<file path="src/dsa_pkg.sv">
// Constants, field layout and types shared by the dual converter serial port.
// What this block does
// - Serial output stays undriven during write transfers.
// - Serial input ignored during read transfers.
// - All serial words move most significant bit first.
// - Status register holds main and auxiliary flags.
// - Active-low ready pin shows any unread result.
// - Port works with select tied low.
// - Main rate programmable, 5.35 Hz to 105.03 Hz.
// - Main results up to 24 bits, chopped.
// - Main range selectable among eight settings.
// - Main input buffered while buffer-disable is zero.
// - Auxiliary span bit picks full or half reference.
// - Main pairing from two selects and configuration bit.
// - Auxiliary input from three select bits.
// - Auxiliary results are sixteen bits wide.
// - Switchable burnout currents on the selected channel.
// - All timing derives from the crystal master clock.
// - Every access starts with a communications write.
// - Requested transfer follows the eighth clock immediately.
package dsa_pkg;

    // ==========================================================
    // Serial sequencer states, Gray coded along the usual path.
    typedef enum logic [1:0] {
        ST_COMM  = 2'b00,
        ST_WRITE = 2'b01,
        ST_READ  = 2'b10
    } dsa_seq_type;

    // ==========================================================
    // Register addresses carried in the communications byte.
    localparam logic [3:0] ADDR_STATUS    = 4'h0;
    localparam logic [3:0] ADDR_MODE      = 4'h1;
    localparam logic [3:0] ADDR_MAIN_CTRL = 4'h2;
    localparam logic [3:0] ADDR_AUX_CTRL  = 4'h3;
    localparam logic [3:0] ADDR_FILTER    = 4'h4;
    localparam logic [3:0] ADDR_MAIN_DATA = 4'h5;
    localparam logic [3:0] ADDR_AUX_DATA  = 4'h6;

    // ==========================================================
    // Field positions.
    localparam int COMM_RW_BIT      = 6;
    localparam int COMM_ADDR_MSB    = 3;
    localparam int STAT_MAIN_BIT    = 0;
    localparam int STAT_AUX_BIT     = 1;
    localparam int MODE_PAIRING_BIT = 0;
    localparam int MODE_BURNOUT_BIT = 1;
    localparam int MODE_CHOP_BIT    = 2;
    localparam int CTRL_RANGE_LSB   = 0;
    localparam int CTRL_RANGE_MSB   = 2;
    localparam int CTRL_BUF_N_BIT   = 3;
    localparam int CTRL_SEL_LO_BIT  = 4;
    localparam int CTRL_SEL_HI_BIT  = 5;
    localparam int CTRL_WIDE_BIT    = 6;
    localparam int AUX_SEL_LSB      = 0;
    localparam int AUX_SEL_MSB      = 2;
    localparam int AUX_SPAN_BIT     = 3;

    // ==========================================================
    // Widths, transfer lengths and reset values.
    localparam int         MAIN_W    = 24;
    localparam int         AUX_W     = 16;
    localparam int         REG_W     = 8;
    localparam logic [4:0] LEN_BYTE  = 5'h08;
    localparam logic [4:0] LEN_HALF  = 5'h10;
    localparam logic [4:0] LEN_FULL  = 5'h18;
    localparam logic [7:0] MODE_RST  = 8'h04;
    localparam logic [7:0] MAIN_RST  = 8'h47;
    localparam logic [7:0] AUX_RST   = 8'h00;
    localparam logic [7:0] FILT_RST  = 8'h45;

endpackage

</file>
<file path="src/dsa_stream_if.sv">
// Valid/ready carrier between the port core and its result buffer.
`timescale 1ns/1ps
interface dsa_stream_if #(parameter int WIDTH = 24);
    logic             in_valid;
    logic             in_ready;
    logic [WIDTH-1:0] in_data;
    logic             out_valid;
    logic             out_ready;
    logic [WIDTH-1:0] out_data;

    modport buffer (
        input  in_valid,
        input  in_data,
        input  out_ready,
        output in_ready,
        output out_valid,
        output out_data
    );

    modport user (
        output in_valid,
        output in_data,
        output out_ready,
        input  in_ready,
        input  out_valid,
        input  out_data
    );
endinterface

</file>
<file path="src/dsa_result_buffer.sv">
// Small FIFO that holds main-channel results while the data register is unread.
`timescale 1ns/1ps
module dsa_result_buffer
    import dsa_pkg::*;
#(
    parameter int WIDTH = 24,
    parameter int DEPTH = 2
) (
    input  wire logic   clock_i,
    input  wire logic   rst_n_i,
    dsa_stream_if.buffer bus
);
    localparam int PW = (DEPTH > 1) ? $clog2(DEPTH) : 1;
    localparam int CW = $clog2(DEPTH + 1);
    localparam logic [PW-1:0] LAST  = PW'(DEPTH - 1);
    localparam logic [CW-1:0] FULLC = CW'(DEPTH);

    typedef struct packed {
        logic [DEPTH-1:0][WIDTH-1:0] mem;
        logic [PW-1:0]               wr_ptr;
        logic [PW-1:0]               rd_ptr;
        logic [CW-1:0]               count;
        logic                        room;
        logic                        empty;
    } dsa_buf_state_type;

    dsa_buf_state_type r_reg;
    dsa_buf_state_type r_next;
    logic              push;
    logic              pop;

    assign bus.in_ready  = r_reg.room;
    assign bus.out_valid = ~r_reg.empty;
    assign bus.out_data  = r_reg.mem[r_reg.rd_ptr];
    assign push          = bus.in_valid & r_reg.room;
    assign pop           = bus.out_ready & ~r_reg.empty;

    always_comb begin
        r_next = r_reg;
        if (push) begin
            r_next.mem[r_reg.wr_ptr] = bus.in_data;
            r_next.wr_ptr = (r_reg.wr_ptr == LAST) ? '0 : r_reg.wr_ptr + 1'b1;
        end
        if (pop) begin
            r_next.rd_ptr = (r_reg.rd_ptr == LAST) ? '0 : r_reg.rd_ptr + 1'b1;
        end
        if (push && !pop) begin
            r_next.count = r_reg.count + 1'b1;
        end else if (pop && !push) begin
            r_next.count = r_reg.count - 1'b1;
        end
        r_next.room  = (r_next.count != FULLC);
        r_next.empty = (r_next.count == '0);
    end

    always_ff @(posedge clock_i or negedge rst_n_i) begin
        if (!rst_n_i) begin
            r_reg       <= '0;
            r_reg.empty <= 1'b1;
            r_reg.room  <= 1'b1;
        end else begin
            r_reg <= r_next;
        end
    end
endmodule

</file>
<file path="src/dsa_serial_port.sv">
// Device-side serial port, register file and result flags of the dual converter.
`timescale 1ns/1ps
module dsa_serial_port
    import dsa_pkg::*;
#(
    parameter int BUF_DEPTH = 2
) (
    input  wire logic              clock_i,
    input  wire logic              rstn_i,
    input  wire logic              sclk_i,
    input  wire logic              cs_n_i,
    input  wire logic              din_i,
    output logic                   dout_o,
    output logic                   dout_oe_o,
    output logic                   ready_n_o,
    input  wire logic              main_valid_i,
    input  wire logic [MAIN_W-1:0] main_data_i,
    output logic                   main_ready_o,
    input  wire logic              aux_valid_i,
    input  wire logic [AUX_W-1:0]  aux_data_i,
    output logic                   aux_ready_o,
    output logic [2:0]             main_range_o,
    output logic                   main_buf_n_o,
    output logic                   main_input_sel_hi_o,
    output logic                   main_input_sel_lo_o,
    output logic                   input_pairing_cfg_o,
    output logic                   chop_en_o,
    output logic                   burnout_en_o,
    output logic                   main_wide_o,
    output logic                   aux_span_select_o,
    output logic [2:0]             aux_input_sel_o,
    output logic [REG_W-1:0]       filter_code_o,
    output logic                   main_result_flag_o,
    output logic                   aux_result_flag_o
);

    // ==========================================================
    // State record.
    typedef struct packed {
        logic [2:0]        sclk_sync;
        logic [2:0]        cs_sync;
        logic [2:0]        din_sync;
        logic              sclk_f;
        logic              cs_f;
        logic              din_f;
        dsa_seq_type       seq;
        logic [4:0]        bit_cnt;
        logic [4:0]        len;
        logic [3:0]        addr;
        logic [MAIN_W-1:0] shift;
        logic [REG_W-1:0]  mode;
        logic [REG_W-1:0]  main_ctrl;
        logic [REG_W-1:0]  aux_ctrl;
        logic [REG_W-1:0]  filter;
        logic [MAIN_W-1:0] main_data;
        logic [AUX_W-1:0]  aux_data;
        logic              main_flag;
        logic              aux_flag;
        logic              dout;
        logic              dout_oe;
        logic              ready_n;
        logic              aux_ready;
    } dsa_port_state_type;

    localparam dsa_port_state_type RESET_STATE = '{
        sclk_sync: 3'h7,
        cs_sync: 3'h7,
        din_sync: 3'h0,
        sclk_f: 1'b1,
        cs_f: 1'b1,
        din_f: 1'b0,
        seq: ST_COMM,
        bit_cnt: 5'h00,
        len: 5'h00,
        addr: 4'h0,
        shift: '0,
        mode: MODE_RST,
        main_ctrl: MAIN_RST,
        aux_ctrl: AUX_RST,
        filter: FILT_RST,
        main_data: '0,
        aux_data: '0,
        main_flag: 1'b0,
        aux_flag: 1'b0,
        dout: 1'b0,
        dout_oe: 1'b0,
        ready_n: 1'b1,
        aux_ready: 1'b1
    };

    dsa_port_state_type r_reg;
    dsa_port_state_type r_next;
    logic [1:0]         rst_sync_reg;
    logic               rst_n;
    logic               main_take;

    dsa_stream_if #(.WIDTH(MAIN_W)) main_bus ();

    // ==========================================================
    // Reset release.
    always_ff @(posedge clock_i or negedge rstn_i) begin
        if (!rstn_i) begin
            rst_sync_reg <= 2'b00;
        end else begin
            rst_sync_reg <= {rst_sync_reg[0], 1'b1};
        end
    end
    assign rst_n = rst_sync_reg[1];

    // ==========================================================
    // Main results queue here so a host that is slow to read loses no word.
    dsa_result_buffer #(
        .WIDTH (MAIN_W),
        .DEPTH (BUF_DEPTH)
    ) u_main_buffer (
        .clock_i (clock_i),
        .rst_n_i (rst_n),
        .bus     (main_bus.buffer)
    );

    assign main_bus.in_valid  = main_valid_i;
    assign main_bus.in_data   = main_data_i;
    // A new result waits until the previous one has been read out.
    assign main_take          = main_bus.out_valid & ~r_reg.main_flag
                              & ~(r_reg.seq == ST_READ && r_reg.addr == ADDR_MAIN_DATA);
    assign main_bus.out_ready = main_take;

    // ==========================================================
    // Decoders.
    function automatic logic [4:0] xfer_len(
        input logic [3:0] a,
        input logic       wide
    );
        logic [4:0] n;
        n = LEN_BYTE;

        if (a == ADDR_MAIN_DATA) begin
            n = wide ? LEN_FULL : LEN_HALF;
        end else if (a == ADDR_AUX_DATA) begin
            n = LEN_HALF;
        end

        return n;
    endfunction

    function automatic logic writable(
        input logic [3:0] a
    );
        return (a == ADDR_MODE)
            || (a == ADDR_MAIN_CTRL)
            || (a == ADDR_AUX_CTRL)
            || (a == ADDR_FILTER);
    endfunction

    // Read words are left aligned so the shifter always sends its top bit first.
    function automatic logic [MAIN_W-1:0] read_word(
        input dsa_port_state_type s,
        input logic [3:0]         a
    );
        logic [MAIN_W-1:0] w;
        logic [REG_W-1:0]  b;
        b = '0;
        w = '0;

        case (a)
            ADDR_STATUS: begin
                b[STAT_MAIN_BIT] = s.main_flag;
                b[STAT_AUX_BIT]  = s.aux_flag;
            end
            ADDR_MODE:      b = s.mode;
            ADDR_MAIN_CTRL: b = s.main_ctrl;
            ADDR_AUX_CTRL:  b = s.aux_ctrl;
            ADDR_FILTER:    b = s.filter;
            default:        b = '0;
        endcase

        if (a == ADDR_MAIN_DATA) begin
            w = s.main_data;
        end else if (a == ADDR_AUX_DATA) begin
            w = {s.aux_data, {(MAIN_W - AUX_W){1'b0}}};
        end else begin
            w = {b, {(MAIN_W - REG_W){1'b0}}};
        end

        return w;
    endfunction

    // ==========================================================
    // Next-state logic.
    always_comb begin
        logic              sclk_new;
        logic              cs_new;
        logic              din_new;
        logic              rise;
        logic              fall;
        logic [4:0]        cnt;
        logic [MAIN_W-1:0] sh;
        logic [3:0]        a;
        sclk_new = r_reg.sclk_f;
        cs_new   = r_reg.cs_f;
        din_new  = r_reg.din_f;
        rise     = 1'b0;
        fall     = 1'b0;
        cnt      = r_reg.bit_cnt + 5'h01;
        sh       = {r_reg.shift[MAIN_W-2:0], r_reg.din_f};
        a        = r_reg.addr;
        r_next   = r_reg;

        // Pins pass three stages; a level counts once the last two agree.
        r_next.sclk_sync = {r_reg.sclk_sync[1:0], sclk_i};
        r_next.cs_sync   = {r_reg.cs_sync[1:0], cs_n_i};
        r_next.din_sync  = {r_reg.din_sync[1:0], din_i};
        if (r_reg.sclk_sync[1] == r_reg.sclk_sync[2]) begin
            sclk_new = r_reg.sclk_sync[2];
        end

        if (r_reg.cs_sync[1] == r_reg.cs_sync[2]) begin
            cs_new = r_reg.cs_sync[2];
        end

        if (r_reg.din_sync[1] == r_reg.din_sync[2]) begin
            din_new = r_reg.din_sync[2];
        end
        r_next.sclk_f = sclk_new;
        r_next.cs_f   = cs_new;
        r_next.din_f  = din_new;
        rise = sclk_new & ~r_reg.sclk_f;
        fall = ~sclk_new & r_reg.sclk_f;
        sh   = {r_reg.shift[MAIN_W-2:0], din_new};

        // A deselected port drops any partial word and waits for a command.
        if (cs_new) begin
            r_next.seq     = ST_COMM;
            r_next.bit_cnt = 5'h00;
        end else if (rise) begin
            case (r_reg.seq)
                ST_COMM: begin
                    r_next.shift   = sh;
                    r_next.bit_cnt = cnt;
                    if (cnt == LEN_BYTE) begin
                        a              = sh[COMM_ADDR_MSB:0];
                        r_next.addr    = a;
                        r_next.bit_cnt = 5'h00;
                        // The requested transfer starts on the very next clock.
                        if (sh[COMM_RW_BIT]) begin
                            r_next.seq   = ST_READ;
                            r_next.len   = xfer_len(a, r_reg.main_ctrl[CTRL_WIDE_BIT]);
                            r_next.shift = read_word(r_reg, a);
                        end else if (writable(a)) begin
                            r_next.seq = ST_WRITE;
                            r_next.len = LEN_BYTE;
                        end
                    end
                end

                ST_WRITE: begin
                    r_next.shift   = sh;
                    r_next.bit_cnt = cnt;
                    if (cnt == r_reg.len) begin
                        r_next.seq     = ST_COMM;
                        r_next.bit_cnt = 5'h00;
                        case (a)
                            ADDR_MODE:      r_next.mode      = sh[REG_W-1:0];
                            ADDR_MAIN_CTRL: r_next.main_ctrl = sh[REG_W-1:0];
                            ADDR_AUX_CTRL:  r_next.aux_ctrl  = sh[REG_W-1:0];
                            ADDR_FILTER:    r_next.filter    = sh[REG_W-1:0];
                            default:        r_next.mode      = r_reg.mode;
                        endcase
                    end
                end

                ST_READ: begin
                    // The data line is not sampled while the device talks.
                    r_next.bit_cnt = cnt;
                    if (cnt == r_reg.len) begin
                        r_next.seq     = ST_COMM;
                        r_next.bit_cnt = 5'h00;
                        if (a == ADDR_MAIN_DATA) begin
                            r_next.main_flag = 1'b0;
                        end
                        if (a == ADDR_AUX_DATA) begin
                            r_next.aux_flag = 1'b0;
                        end
                    end
                end

                default: begin
                    r_next.seq     = ST_COMM;
                    r_next.bit_cnt = 5'h00;
                end
            endcase
        end else if (fall && r_reg.seq == ST_READ) begin
            r_next.dout  = r_reg.shift[MAIN_W-1];
            r_next.shift = {r_reg.shift[MAIN_W-2:0], 1'b0};
        end

        // Result loads come after the read clears, so a new result wins.
        if (main_take) begin
            r_next.main_data = main_bus.out_data;
            r_next.main_flag = 1'b1;
        end
        if (aux_valid_i && r_reg.aux_ready) begin
            r_next.aux_data = aux_data_i;
            r_next.aux_flag = 1'b1;
        end

        // The output driver is only on while a read is in progress.
        r_next.dout_oe   = ~cs_new & (r_next.seq == ST_READ);
        r_next.ready_n   = ~(r_next.main_flag | r_next.aux_flag);
        r_next.aux_ready = ~(r_next.seq == ST_READ && r_next.addr == ADDR_AUX_DATA);
    end

    always_ff @(posedge clock_i or negedge rst_n) begin
        if (!rst_n) begin
            r_reg <= RESET_STATE;
        end else begin
            r_reg <= r_next;
        end
    end

    // ==========================================================
    // Outputs.
    assign dout_o              = r_reg.dout;
    assign dout_oe_o           = r_reg.dout_oe;
    assign ready_n_o           = r_reg.ready_n;
    assign main_ready_o        = main_bus.in_ready;
    assign aux_ready_o         = r_reg.aux_ready;
    assign main_range_o        = r_reg.main_ctrl[CTRL_RANGE_MSB:CTRL_RANGE_LSB];
    assign main_buf_n_o        = r_reg.main_ctrl[CTRL_BUF_N_BIT];
    assign main_input_sel_hi_o = r_reg.main_ctrl[CTRL_SEL_HI_BIT];
    assign main_input_sel_lo_o = r_reg.main_ctrl[CTRL_SEL_LO_BIT];
    assign input_pairing_cfg_o = r_reg.mode[MODE_PAIRING_BIT];
    assign chop_en_o           = r_reg.mode[MODE_CHOP_BIT];
    assign burnout_en_o        = r_reg.mode[MODE_BURNOUT_BIT];
    assign main_wide_o         = r_reg.main_ctrl[CTRL_WIDE_BIT];
    assign aux_span_select_o   = r_reg.aux_ctrl[AUX_SPAN_BIT];
    assign aux_input_sel_o     = r_reg.aux_ctrl[AUX_SEL_MSB:AUX_SEL_LSB];
    // The filter code divides the crystal-derived modulator clock downstream.
    assign filter_code_o       = r_reg.filter;
    assign main_result_flag_o  = r_reg.main_flag;
    assign aux_result_flag_o   = r_reg.aux_flag;

endmodule

</file>
<file path="config.mk">
export PLATFORM = sky130hd
export DESIGN_NAME = dsa_serial_port
export DESIGN_NICKNAME = d
export VERILOG_FILES = /design/src/dsa_pkg.sv /design/src/dsa_stream_if.sv /design/src/dsa_result_buffer.sv /design/src/dsa_serial_port.sv
export SDC_FILE = /design/constraint.sdc
export NUM_CORES = 1
export LEC_CHECK = 0
export BUFFER_PORTS_ARGS = -buffer_cell sky130_fd_sc_hd__buf_2
export CAP_MARGIN = 40
export CELL_PAD_IN_SITES_DETAIL_PLACEMENT = 1
export CELL_PAD_IN_SITES_GLOBAL_PLACEMENT = 1
export CORE_MARGIN = 3
export CORE_UTILIZATION = 30
export CTS_BUF_LIST = sky130_fd_sc_hd__clkbuf_2 sky130_fd_sc_hd__clkbuf_4 sky130_fd_sc_hd__clkbuf_8
export CTS_CLUSTER_SIZE = 20
export DETAILED_ROUTE_END_ITERATION = 7
export PLACE_DENSITY_LB_ADDON = 0.3
export SYNTH_ARGS = -nofsm -noshare
export SYNTH_HDL_FRONTEND = slang
export SYNTH_SLANG_ARGS = --single-unit
</file>
<file path="constraint.sdc">
create_clock -name clock_i -period 10.6 [get_ports clock_i]
set_clock_uncertainty 0.1 [all_clocks]
set_input_delay 2.12 -clock clock_i [delete_from_list [all_inputs] [get_ports clock_i]]
set_output_delay 2.12 -clock clock_i [all_outputs]
set_load 0.05 [all_outputs]
</file>
### Word level (Yosys, flattened, before mapping)

Cells that the tools add are included.

* output and inout port bits: 29
* register bits: 186
* bits of input ports: 47
* word-level logic and storage cells: 156

* reduce and logical (&&, ||, !) cells: 26
* add/sub/neg operators: 5
* muxes and demuxes: 51
* $lt $le $gt $ge: 3
* bitwise operators: 17
* equality and inequality tests: 23

Operator list (count)
* $mux W24: 8
* $mux W32: 3
* $mux W60: 1
* $bwmux W48: 1
* $pmux W24 S2: 1
* $mux W40: 1
* $mux W8: 4
* $eq A4 B3 Y1 const B: 7
* $reduce_and A5 Y1: 5
* $demux W24 S1: 1
* $pmux W6 S4: 1
* $mux W5: 4
* $eq A4 B2 Y1 const B: 4
* $mux W16: 1
* $mux W2: 7
* $mux W7: 2
* $pmux W7 S2: 1
* $mux W1: 11
* $pmux W2 S5: 1
* $mux W9: 1
* $not A1 Y1: 9
* $eq A4 B1 Y1 const B: 2
* $and A1 B1 Y1: 7
* $logic_and A1 B1 Y1: 7
* other kinds (23): 35

### Longest topological paths before layout

Gate-level depths: netlist (run 1).

* depth in word-level cells: 15
* depth in mapped cells: 9
* depth with buffers taken out: 7

### Modules after synthesis

From an unflattened synthesis (run 1), not the netlist that was laid out.

* cell total of the unflattened synthesis: 697
* area, all modules: 8577.0 um^2

Modules (own cells, without submodules)
* dsa_serial_port: area an instance 6135.9 um^2, times used 1, cells each 540
* dsa_result_buffer: area an instance 2441.1 um^2, times used 1, cells each 157

### Least setup slack after synthesis (run 1)

Ideal clock, no wire load.

* path type: input -> register
* start: input port main_valid_i
* end: register u_main_buffer.r_reg[11] (netlist name)
* setup slack: 7091 ps
* data required time: 10375 ps
* arrival: 3285 ps
* cell stages on the path: 5
* library setup time: 125 ps
* cells stage by stage: nand2_1 or2_2 clkbuf_1 buf_1 mux2_2

* word-level cells in the longest chain between the ends: 1

Ends and longest elaborated chain
* start, declared: RTL line dsa_serial_port.sv:16 `input wire logic main_valid_i,`
* $and A1 B1 Y1: RTL line dsa_result_buffer.sv:35 `assign push = bus.in_valid & r_reg.room;`
* end signal, assigned: RTL line dsa_result_buffer.sv:62 `r_reg <= r_next;`
* end, declared: RTL line dsa_result_buffer.sv:27 `dsa_buf_state_type r_reg;`

Every way passes these cells.
A chain may end at the register's enable or synchronous reset.

### Final worst setup path (run 1)

* start: register r_reg (netlist bit main_wide_o)
* end: output port main_wide_o

RTL lines
* start, declared: RTL line dsa_serial_port.sv:91 `dsa_port_state_type r_reg;`
* start signal, assigned: RTL line dsa_serial_port.sv:317 `r_reg <= r_next;`
* end, declared: RTL line dsa_serial_port.sv:29 `output logic main_wide_o,`

No word-level cell between the ends.

==> metrics.md, run 1 <==
| Metric | Value |
|---|---|
| WS Path Type | flip-flop to output port |
| RR Endpoint | r_reg[61] |
| Htree depth | 4 |
| Clk_lat worst skew | 0.47 ns |
| FF+latch count, synth | around 180 |
| Number of fill cells | around 2.9k |
| Synthesized cell area | around 8200 sq um |
| Maximum buffer depth of the clock tree | 2 |
| Worst reg-to-reg path cell count | 6 |
| Die X | roughly 170 microns |
| TritonCTS buffer count | 17 |
| Max FO, Critical Path | 3 |
| WHS Endpoint | r_next[126] |
| Unique cell type count in the Yosys netlist | 57 |
| Number of global-route vias before repair | around 5.4k |
| Setup TNS | 0 ns |
| Slowest Stage Delay on Critical Path | roughly 0.57 ns |
| Worst hold path type | flip-flop to flip-flop |
| Total core area | about 27000 sq um |
| R2r setup slk | about 7.6 ns |
| P_leak | roughly 4.2 nW |
| Placed cells | ~1.0k |
| Post-synth EDFFs | 0 |
| Synth area leader | dfrtp_1 |
| Slew @ Worst Pin | about 0.90 ns |
| Number of flip-flops in the largest register | 93 |
| GPL Wtd Cong | 0.733 |
| Drt via density | between 4 and 5 |
| CP arrival | 1.29 ns |
| Req. time, crit path | around 8.4 ns |
| Max_slew headroom | between 30 and 40% |
| Die footprint | between 20000 and 30000 sq um |
| First-pass DRT Iterations | 4 |
| Detailed-route wire length per cell | around 18 microns |
| Peak supply drop | ~0.12 mV |
| Number of post-CTS setup repair buffers | 0 |
| Yosys warnings | 0 |
| CP top delay family | flip-flops |
| FP Rows | ~60 |
| Outcome | finished clean |
| TritonCTS clock tree | yes |
| First-pass GRT wire length | 30700 microns |
| Mapped Nets | between 700 and 800 |
| First DRT Iteration DRCs | ~320 |
| Layout area overhead | 12.2% |
| RSZ-0062 raised after global routing | no |
| Hold Path Stages | 0 |
| Initial antenna violation count | 0 |
| Synth top area share | between 40% and 50% |
| Initial Util | 31.0% |
| Crit path launch type | flip-flop |
| Post-Synthesis Cells | between 600 and 700 |
| Die height | between 150 and 200 microns |
| Fin nets | around 800 |
| Worst hold start | r_next[125] |
| Max frequency | approximately 290 MHz |
| Gr ovfl total | 0 |
| Ant diodes | 0 |
| DRC errors left | 0 |
| Dpl hpwl | roughly 13000 microns |
| Reg2reg start | r_reg[114] |
| Max Cap Violations | 0 |
| Syn Area/Cell | between 10 and 15 sq um |
| Commonest non-fill, non-tap cell in the layout | dfrtp_1 |
| Ys flop type | dfrtp_1 |
| Largest cells by area after synthesis | dfrtp_1, mux2_2, dfstp_2 |
| Final Hold Fails | 0 |
| WL final | 19300 microns |
| Worst path bufs/invs | 1 |
| Worst path cell trace | buf_2 |
| CP Capture Type | output port |
| Root Buffer | clkbuf_8 |
| Clock sink count | between 150 and 200 |
| Post-synth ARST share | 100% |
| Vias post-DR | around 5.3k |
| Detail Route Antenna Nets | 0 |
| Cts hold-fix bufs | 0 |
| Minimum clock period | approximately 3.5 ns |
| Final Max Slew Viols | 0 |
| # setup viols final | 0 |
| Share of layout cells above drive strength 1 | ~35% |
| CTS clock-pin slew for the worst setup and hold paths | approximately 0.10 ns |
| Number of non-filler instances in the completed layout | about 1.1k |
| Post-CTS sizing | 0 |
| Setup ws final | a little over 7 ns |
| Largest net degree at the start of global routing | 58 |
| Gr usage total | between 10% and 20% |
| PortBufs | 75 |
| Seq/Total Area, Yosys | 56.0% |
| Power per cell area | ~200 nW/um^2 |
| Dpl ws | about 7.0 ns |
| Num ports | 76 |
| Slowest CP cell | dfstp_2 |
| Crit share post-route | between 30 and 40% |
| Commonest cells after routing, fill and taps aside | dfrtp_1, mux2_2, buf_2, nor2_1, nand2_1 |
[cell type report]
cell class / count / area, sq um / area share [%]
Sequential cell: 183 / 4610 / 49.9
Tap cell: 335 / 419 / 4.54
Clock buffer: 18 / 241 / 2.62
Multi-Input combinational cell: 433 / 3300 / 35.8
Inverter: 9 / 33.8 / 0.366
Timing Repair Buffer: 86 / 493 / 5.34
Clock inverter: 14 / 133 / 1.44
[cells by family (layout without fill, tap and decap cells)]
logic type               after synthesis  in the layout  synth area share, %
buffers and inverters                 66            127                 3.97
other                                  1              1               0.0456
AND/OR/NAND/NOR                      150            150                 8.75
flip-flops                           183            183                 56.0
AO/OA/AOI/OAI                        129            129                 10.5
XOR/XNOR                               7              7                0.837
adder cells (fa/ha/maj)                8              8                 1.14
multiplexers                         138            138                 18.8
[where the power goes]
group,switching [W],internal [W],leakage [nW]
Sequential,0.000115,0.000862,2.24
Clock,0.000282,0.000176,0.191
Combinational,0.000197,0.000209,1.74
Total,0.000595,0.00125,4.18
[worst max path at each step]
stage	cells past startpoint	from	slack, ns	to
after global placement	3	aux_valid_i	7.04	r_reg[19]
after global routing	1	aux_ready_o	7.01	aux_ready_o
after CTS	1	aux_ready_o	7.04	aux_ready_o
final	1	main_wide_o	7.09	main_wide_o
after floorplan	0	rst_sync_reg[1]	5.06	aux_input_sel_o[0]
after detailed placement	4	main_valid_i	7.01	u_main_buffer.r_reg[27]
[metrics by stage]
step / utilization [%] / power [W] / hold WS, ns / area, sq um
2_1_floorplan: - / 0.00127 / 0.231 / 8230
3_3_place_gp: 33.2 / 0.00139 / 0.234 / 8800
3_5_place_dp: 33.4 / 0.00140 / 0.240 / 8860
4_1_cts: 34.8 / 0.00187 / 0.253 / 9230
5_1_grt: 34.8 / 0.00196 / 0.263 / 9230
6_report: 34.8 / 0.00184 / 0.256 / 9230
[synth_stat cells, drive strengths merged (9+ instances only)]
cell / instances
a21oi: 37
a221oi: 9
a22o: 10
and3: 10
buf: 21
clkbuf: 36
dfrtp: 163
dfstp: 20
inv: 9
mux2: 109
mux2i: 27
nand2: 46
nor2: 54
nor2b: 10
o21ai: 18
o31ai: 10
[per-layer routing]
metal	vias up	part of all wire (%)	track usage (%)
met2	98	43	19.2
met1	2681	52	20.2
met5	-	0	0
li1	2516	-	-
met3	17	3.6	2.76
met4	0	1.1	3.95
Note: power is estimated with default switching activity, not from simulation.
==> inputs of run 2 (changes only) <==
--- a/config.mk
+++ b/config.mk
@@ -5,6 +5,7 @@
 export SDC_FILE = /design/constraint.sdc
 export NUM_CORES = 1
 export LEC_CHECK = 0
+export ABC_AREA = 1
 export BUFFER_PORTS_ARGS = -buffer_cell sky130_fd_sc_hd__buf_2
 export CAP_MARGIN = 40
 export CELL_PAD_IN_SITES_DETAIL_PLACEMENT = 1
==> constraint.sdc (replaced) <==
create_clock -name clock_i -period 2.85 [get_ports clock_i]
set_clock_uncertainty 0.1 [all_clocks]
set_input_delay 0.57 -clock clock_i [delete_from_list [all_inputs] [get_ports clock_i]]
set_output_delay 0.57 -clock clock_i [all_outputs]
set_load 0.05 [all_outputs]
==> run 2 against run 1 <==
- synthesized cell count up 39%
- worst setup slack worse by 6.6 ns
- register-to-register slack worse by 7.2 ns
- combinational power rose to 2.9 times the previous value
- count of clock-buffer cells in the layout down 1
- via count up 19%
- non-clock buffer count up 7
- synthesized area up 2.1%
- global-route usage up 1.1 points
- critical path depth up 8
- utilization up 0.45 points
- largest power group unchanged
==> metrics.md, run 2 <==
| Metric | Value |
|---|---|
| Outcome | finished clean |
| Num ports | 76 |
| Ant diodes | 0 |
| Power per cell area | 686 nW/um^2 |
| Complex-gate fraction of the synthesized area | roughly 15% |
| PortBufs | between 70 and 80 |
| # setup viols final | 0 |
| Commonest cells after routing, fill and taps aside | nand2_1, dfrtp_1, inv_1, o21ai_0, buf_2 |
| Most frequent cells after synthesis | nand2_1, dfrtp_1, inv_1 |
| Combinational power share | 17.8% |
| Die X | 173 microns |
| Clock share of power | a little under a third |
| Die height | 173 microns |
| Max frequency | about 420 MHz |
| Setup TNS | 0 ns |
| Root Buffer | clkbuf_8 |
| Max_slew headroom | 47.8% |
| P_sw | around 0.0021 W |
| Dpl hpwl | between 15000 and 20000 microns |
| R2r setup slk | between 0.4 and 0.5 ns |
| Worst reg-to-reg path cell count | 9 |
| TritonCTS clock tree | yes |
| GPL Wtd Cong | roughly 0.80 |
| Max Cap Violations | 0 |
| Minimum clock period | around 2.4 ns |
| Layout area overhead | 14.5% |
| Crit share post-route | 84.3% |
| Number of flip-flops in the largest register | 93 |
| CTS clock-pin slew for the worst setup and hold paths | approximately 0.1 ns |
| TritonCTS buffer count | 17 |
| CP most frequent cell | nand2_1 |
| Worst path cell trace | ha_1, nand2_1, nor2_1, nand2_1, nand2_2, nor2_8, nand4_4, o211ai_1, o21ai_1 |
| Detail Route Antenna Nets | 0 |
| Gr ovfl total | 0 |
| Detailed-route wire length per cell | between 15 and 20 microns |
| Post-synthesis adder-cell area fraction | 0.745% |
| Synth top area share | between 40% and 50% |
| Ys flop type | dfrtp_1 |
| Worst hold start | sclk_i |
| WL final | 21100 microns |
| Worst hold path type | primary input to flip-flop |
| Drt via density | about 4.5 |
| Seq/Total Area, Yosys | about 55% |
| First-pass DRT Iterations | 4 |
| Gr usage total | between 10 and 15% |
| Syn Area/Cell | approximately 9 sq um |
| Max FO, Critical Path | 36 |
| Final Max Slew Viols | 0 |
| Vias post-DR | 6326 |
| Commonest non-fill, non-tap cell in the layout | nand2_1 |
| Total power | between 0.006 and 0.007 W |
| P_leak | 4.61 nW |
| Count leader, synth | nand2_1 |
| Post-synth EDFFs | 0 |
| Unique cell type count in the Yosys netlist | 40 |
| WS Path Type | flip-flop to flip-flop |
| Post-synth ARST share | 100% |
| Maximum buffer depth of the clock tree | 2 |
| Initial antenna violation count | 0 |
| Sequential share of power | a little over 50% |
| Reg2reg start | r_reg[111] |
| Slowest CP cell | dfrtp_1 |
| Number of fill cells | around 3.2k |
| Synth Area in XOR/XNOR | less than 1% |
| DRC errors left | 0 |
| Area of the multi-input gates | 2980 sq um |
| Hold Path Stages | 1 |
| Largest net degree at the start of global routing | 54 |
| CP Capture Type | flip-flop |
| WHS Endpoint | r_next[128] |
| Clk_lat worst skew | approximately 0.48 ns |
| Largest cells by area after synthesis | dfrtp_1, nand2_1, dfstp_2 |
| Htree depth | 4 |
| Req. time, crit path | 3.11 ns |
| Total core area | 27300 sq um |
| Mapped Nets | approximately 1000 |
| RSZ-0062 raised after global routing | no |
| RR Endpoint | r_reg[92] |
| Fin nets | ~1.1k |
| Largest family of logic cells by synthesized area | simple AND/OR/NAND/NOR gates |
| FF+latch count, synth | 183 |
| Synth area leader | dfrtp_1 |
| CP arrival | 2.66 ns |
| Switching part of the total power | 32.0% |
| Slew @ Worst Pin | 0.783 ns |
| Share of layout cells above drive strength 1 | a little under a fifth |
| Layout Utilization | about a third |
| Synthesized cell area | between 8000 and 9000 sq um |
| Synth Area in Simple Gates | 17.2% |
| Int Pwr | 0.00449 W |
| Final Hold Fails | 0 |
| Die footprint | about 30000 sq um |
| FP Rows | 60 |
| First DRT Iteration DRCs | approximately 270 |
| Crit path launch type | flip-flop |
| Clock sink count | between 150 and 200 |
| Mux cell area share after synthesis | 2.14% |
| Number of global-route vias before repair | ~6.6k |
| Peak supply drop | 0.369 mV |
| Yosys warnings | 0 |
| First-pass GRT wire length | 35300 microns |
| Initial Util | roughly 31% |
| FF/Latch Area | 4610 sq um |
| Post-Synthesis Cells | 947 |
| Slowest Stage Delay on Critical Path | roughly 0.44 ns |
[run 2: cell types whose count changed after synthesis, sizes merged, moves of 29 or more]
cell,previous run,this run
nand2,46,240
o21ai,18,158
inv,9,138
mux2,109,16
o211ai,0,34
nand3,6,35
[run 2: cell families (layout without fill, tap and decap cells)]
| group | count (synthesis) | after routing |
|---|---|---|
| AND/OR/NAND/NOR | 329 | 329 |
| AO/OA/AOI/OAI | 221 | 221 |
| buffers and inverters | 189 | 264 |
| flip-flops | 183 | 183 |
| multiplexers | 16 | 16 |
| adder cells (fa/ha/maj) | 5 | 5 |
| XOR/XNOR | 3 | 3 |
| other | 1 | 1 |
[run 2: timing repair]
action,CTS,global route
gates resized for setup,0,0
hold buffers,1,0
setup endpoints to repair,0,0
hold endpoints to repair,2,0
buffers inserted,0,0
[run 2: layout make-up]
cell class / count / area share, %
clock buffer: 17 / 2.43
clock inverter: 15 / 2.43
inverter: 139 / 5.43
multi-input combinational: 575 / 31.0
sequential: 183 / 47.9
tap: 372 / 4.84
timing repair buffer: 93 / 5.93
[run 2: routing by layer]
layer,GRT usage (%),share of wire [%],up-vias
li1,-,-,3165
met1,20.3,50,3073
met2,23.1,46,78
met3,3.04,2.9,10
met4,3.11,0.67,0
met5,0,0,-
[run 2: how the worst max path moves through the flow]
| stage | from | end | slack [ns] | depth (start not counted) |
|---|---|---|---|---|
| final | r_reg[111] | r_reg[92] | 0.45 | 9 |
| after global routing | r_reg[111] | r_reg[88] | 0.21 | 9 |
| after CTS | r_reg[111] | r_reg[92] | 0.43 | 9 |
| after detailed placement | r_reg[111] | r_reg[92] | 0.44 | 9 |
| after global placement | r_reg[111] | r_reg[79] | 0.55 | 9 |
| after floorplan | rst_sync_reg[1] | aux_input_sel_o[0] | 0.88 | 0 |
[run 2: stage by stage]
step	setup WS, ns	instances	instance area, sq um	hold WS [ns]
3_3_place_gp	0.549	1360	9120	0.235
4_1_cts	0.434	1394	9620	0.0471
6_report	0.448	1394	9620	0.0822
3_5_place_dp	0.444	1361	9140	0.240
2_1_floorplan	0.881	947	8400	0.174
5_1_grt	0.206	1394	9620	0.0460
[run 2: worst max-delay path, delay by kind of cell, from the launching register on]
family / cells / cell delay, ns
simple gates: 6 / 1.01
compound gates: 2 / 0.48
flops: 1 / 0.44
fa+ha+maj: 1 / 0.25
[run 2: power groups by stage]
stage / sequential, W / clock (W) / combinational [W]
final: 0.00335 / 0.00207 / 0.00118
after global routing: 0.00342 / 0.00225 / 0.00139
after CTS: 0.00336 / 0.00214 / 0.00121
after detailed placement: 0.00341 / 0 / 0.00120
after global placement: 0.00339 / 0 / 0.00117
after floorplan: 0.00337 / 0 / 0.000802
==> inputs of run 3 (changes only) <==
==> constraint.sdc (replaced) <==
create_clock -name clock_i -period 2.2 [get_ports clock_i]
set_clock_uncertainty 0.1 [all_clocks]
set_input_delay 0.44 -clock clock_i [delete_from_list [all_inputs] [get_ports clock_i]]
set_output_delay 0.44 -clock clock_i [all_outputs]
set_load 0.05 [all_outputs]
==> run 3 against run 2 <==
- cell area increased by 2.4%
- die area unchanged
- cell count increased by 1.5%
- via count increased by 1.3%
- clock power increased by 17%
- combinational power increased by 35%
- highest routed layer unchanged
==> metrics.md, run 3 (same netlist as run 2, synthesis figures left out) <==
| Metric | Value |
|---|---|
| CP Capture Type | flip-flop |
| Sequential share of power | about half |
| Int Pwr | ~0.0056 W |
| First-pass DRT Iterations | 4 |
| Htree depth | 4 |
| Max_slew headroom | approximately 59% |
| Dpl hpwl | about 15000 microns |
| WS Path Type | flip-flop to flip-flop |
| Worst path cell trace | ha_4, nand2_4, nor2_2, nand2_2, nand2_2, nor2_8, buf_6, nand4_4, clkbuf_16, o211ai_1, o21ai_1 |
| PortBufs | 75 |
| Max FO, Critical Path | 8 |
| Final Max Slew Viols | 0 |
| WL met2 | ~10000 microns |
| P_sw | between 0.002 and 0.003 W |
| Clock share of power | a little under 30% |
| Maximum buffer depth of the clock tree | 2 |
| TritonCTS clock tree | yes |
| Clk_lat worst skew | 0.47 ns |
| Fin nets | between 1k and 1.5k |
| Layout area overhead | 17.2% |
| Die X | between 150 and 200 microns |
| Slew @ Worst Pin | approximately 0.61 ns |
| Gr ovfl total | 0 |
| FP Rows | 60 |
| Worst hold path type | flip-flop to async pin |
| Num ports | 76 |
| Largest net degree at the start of global routing | 63 |
| First-pass GRT wire length | 35300 microns |
| Area of the multi-input gates | 3050 sq um |
| Clock sink count | around 180 |
| Share of layout cells above drive strength 1 | 21.8% |
| CTS clock-pin slew for the worst setup and hold paths | ~0.11 ns |
| Number of flip-flops in the largest register | 93 |
| Detail Route Antenna Nets | 0 |
| Crit path launch type | flip-flop |
| Max frequency | 483 MHz |
| DRC errors left | 0 |
| Minimum clock period | approximately 2.1 ns |
| Root Buffer | clkbuf_8 |
| Crit share post-route | 94.2% |
| Vias post-DR | 6409 |
| First DRT Iteration DRCs | between 200 and 300 |
| Number of fill cells | between 3k and 4k |
| Worst path bufs/invs | 2 |
| DP Area | slightly above 9000 sq um |
| Number of global-route vias before repair | 6697 |
| Req. time, crit path | roughly 2.4 ns |
| Peak supply drop | about 0.35 mV |
| Uppermost layer routed | met4 |
| Gr usage total | between 10 and 15% |
| Layout Utilization | between 30% and 40% |
| CP arrival | 2.32 ns |
| Power per cell area | between 800 and 900 nW/um^2 |
| FF/Latch Area | 4610 sq um |
| CP most frequent cell | nand2_2 |
| Detailed-route wire length per cell | between 15 and 20 microns |
| Final Instance Area | roughly 9800 sq um |
| Setup TNS | 0 ns |
| Commonest cells after routing, fill and taps aside | nand2_1, dfrtp_1, inv_1, o21ai_0, buf_2 |
| Switching part of the total power | ~33% |
| Die height | about 170 microns |
| Met3 routed WL | between 500 and 600 microns |
| Commonest non-fill, non-tap cell in the layout | nand2_1 |
| CP top delay family | simple AND/OR/NAND/NOR gates |
| WL final | approximately 21000 microns |
| Final Hold Fails | 0 |
| Initial Util | 30.8% |
| P_leak | approximately 4.7 nW |
| Slowest Stage Delay on Critical Path | around 0.45 ns |
| Slowest CP cell | dfrtp_1 |
| Total core area | between 20000 and 30000 sq um |
| Combinational power share | roughly a fifth |
| TritonCTS buffer count | 17 |
| Max Cap Violations | 0 |
| # setup viols final | 0 |
| Outcome | finished clean |
| Met1 Wirelength | 10600 microns |
| Ant diodes | 0 |
| Die footprint | about 30000 sq um |
| Initial antenna violation count | 0 |
| GPL Wtd Cong | 0.769 |
| Drt via density | between 4 and 5 |
==> run 3: layer usage <==
| metal | up-vias | track usage, % |
|---|---|---|
| met2 | 77 | 22.5 |
| met3 | 15 | 2.47 |
| met5 | - | 0 |
| met4 | 0 | 3.61 |
| li1 | 3205 | - |
| met1 | 3112 | 20.6 |
==> run 3: final cells by class <==
type	count	share of cell area (%)
flip-flops and latches	183	46.8
multi-input cells	575	31.0
repair buffers	114	7.81
inverters	139	5.30
well taps	372	4.73
clock buffers	17	2.38
clock inverters	15	1.92
==> run 3: what timing repair did <==
action	CTS	global route
endpoints found under the hold margin	5	0
gates resized for setup	0	21
setup buffers	0	8
hold buffers	4	0
setup endpoints to repair	0	53
==> run 3: metrics by stage <==
| step | hold slack, ns | setup slack (ns) | power (W) | instances |
|---|---|---|---|---|
| final | 0.0471 | 0.128 | 0.00834 | 1415 |
| after global routing | 0.0618 | -0.0299 | 0.00895 | 1415 |
| after CTS | 0.0523 | 0.0126 | 0.00846 | 1404 |
| after detailed placement | 0.0403 | 0.0490 | 0.00600 | 1368 |
| after global placement | 0.0420 | 0.123 | 0.00589 | 1367 |
| after floorplan | 0.0444 | 0.231 | 0.00540 | 947 |
==> run 3: power groups by stage <==
| stage | clock network (W) | registers, W | logic [W] |
|---|---|---|---|
| after floorplan | 0 | 0.00437 | 0.00104 |
| after global placement | 0 | 0.00436 | 0.00153 |
| after detailed placement | 0 | 0.00439 | 0.00160 |
| after CTS | 0.00251 | 0.00433 | 0.00162 |
| after global routing | 0.00266 | 0.00441 | 0.00187 |
| final | 0.00242 | 0.00433 | 0.00159 |
==> run 3: path summary, 6_finish.rpt <==
check                      slack [ns]            start                       to  cells past startpoint
min                              0.05  rst_sync_reg[1]  u_main_buffer.r_reg[41]                      0
min in group clock_i             0.10    aux_data_i[8]                r_reg[14]                      2
max                              0.13       r_reg[112]                r_reg[90]                     11
max reg2reg                      0.13       r_reg[112]                r_reg[90]                     11
min reg2reg                      0.05  rst_sync_reg[1]  u_main_buffer.r_reg[41]                      0
max in group asynchronous        1.11  rst_sync_reg[1]                r_reg[94]                      1
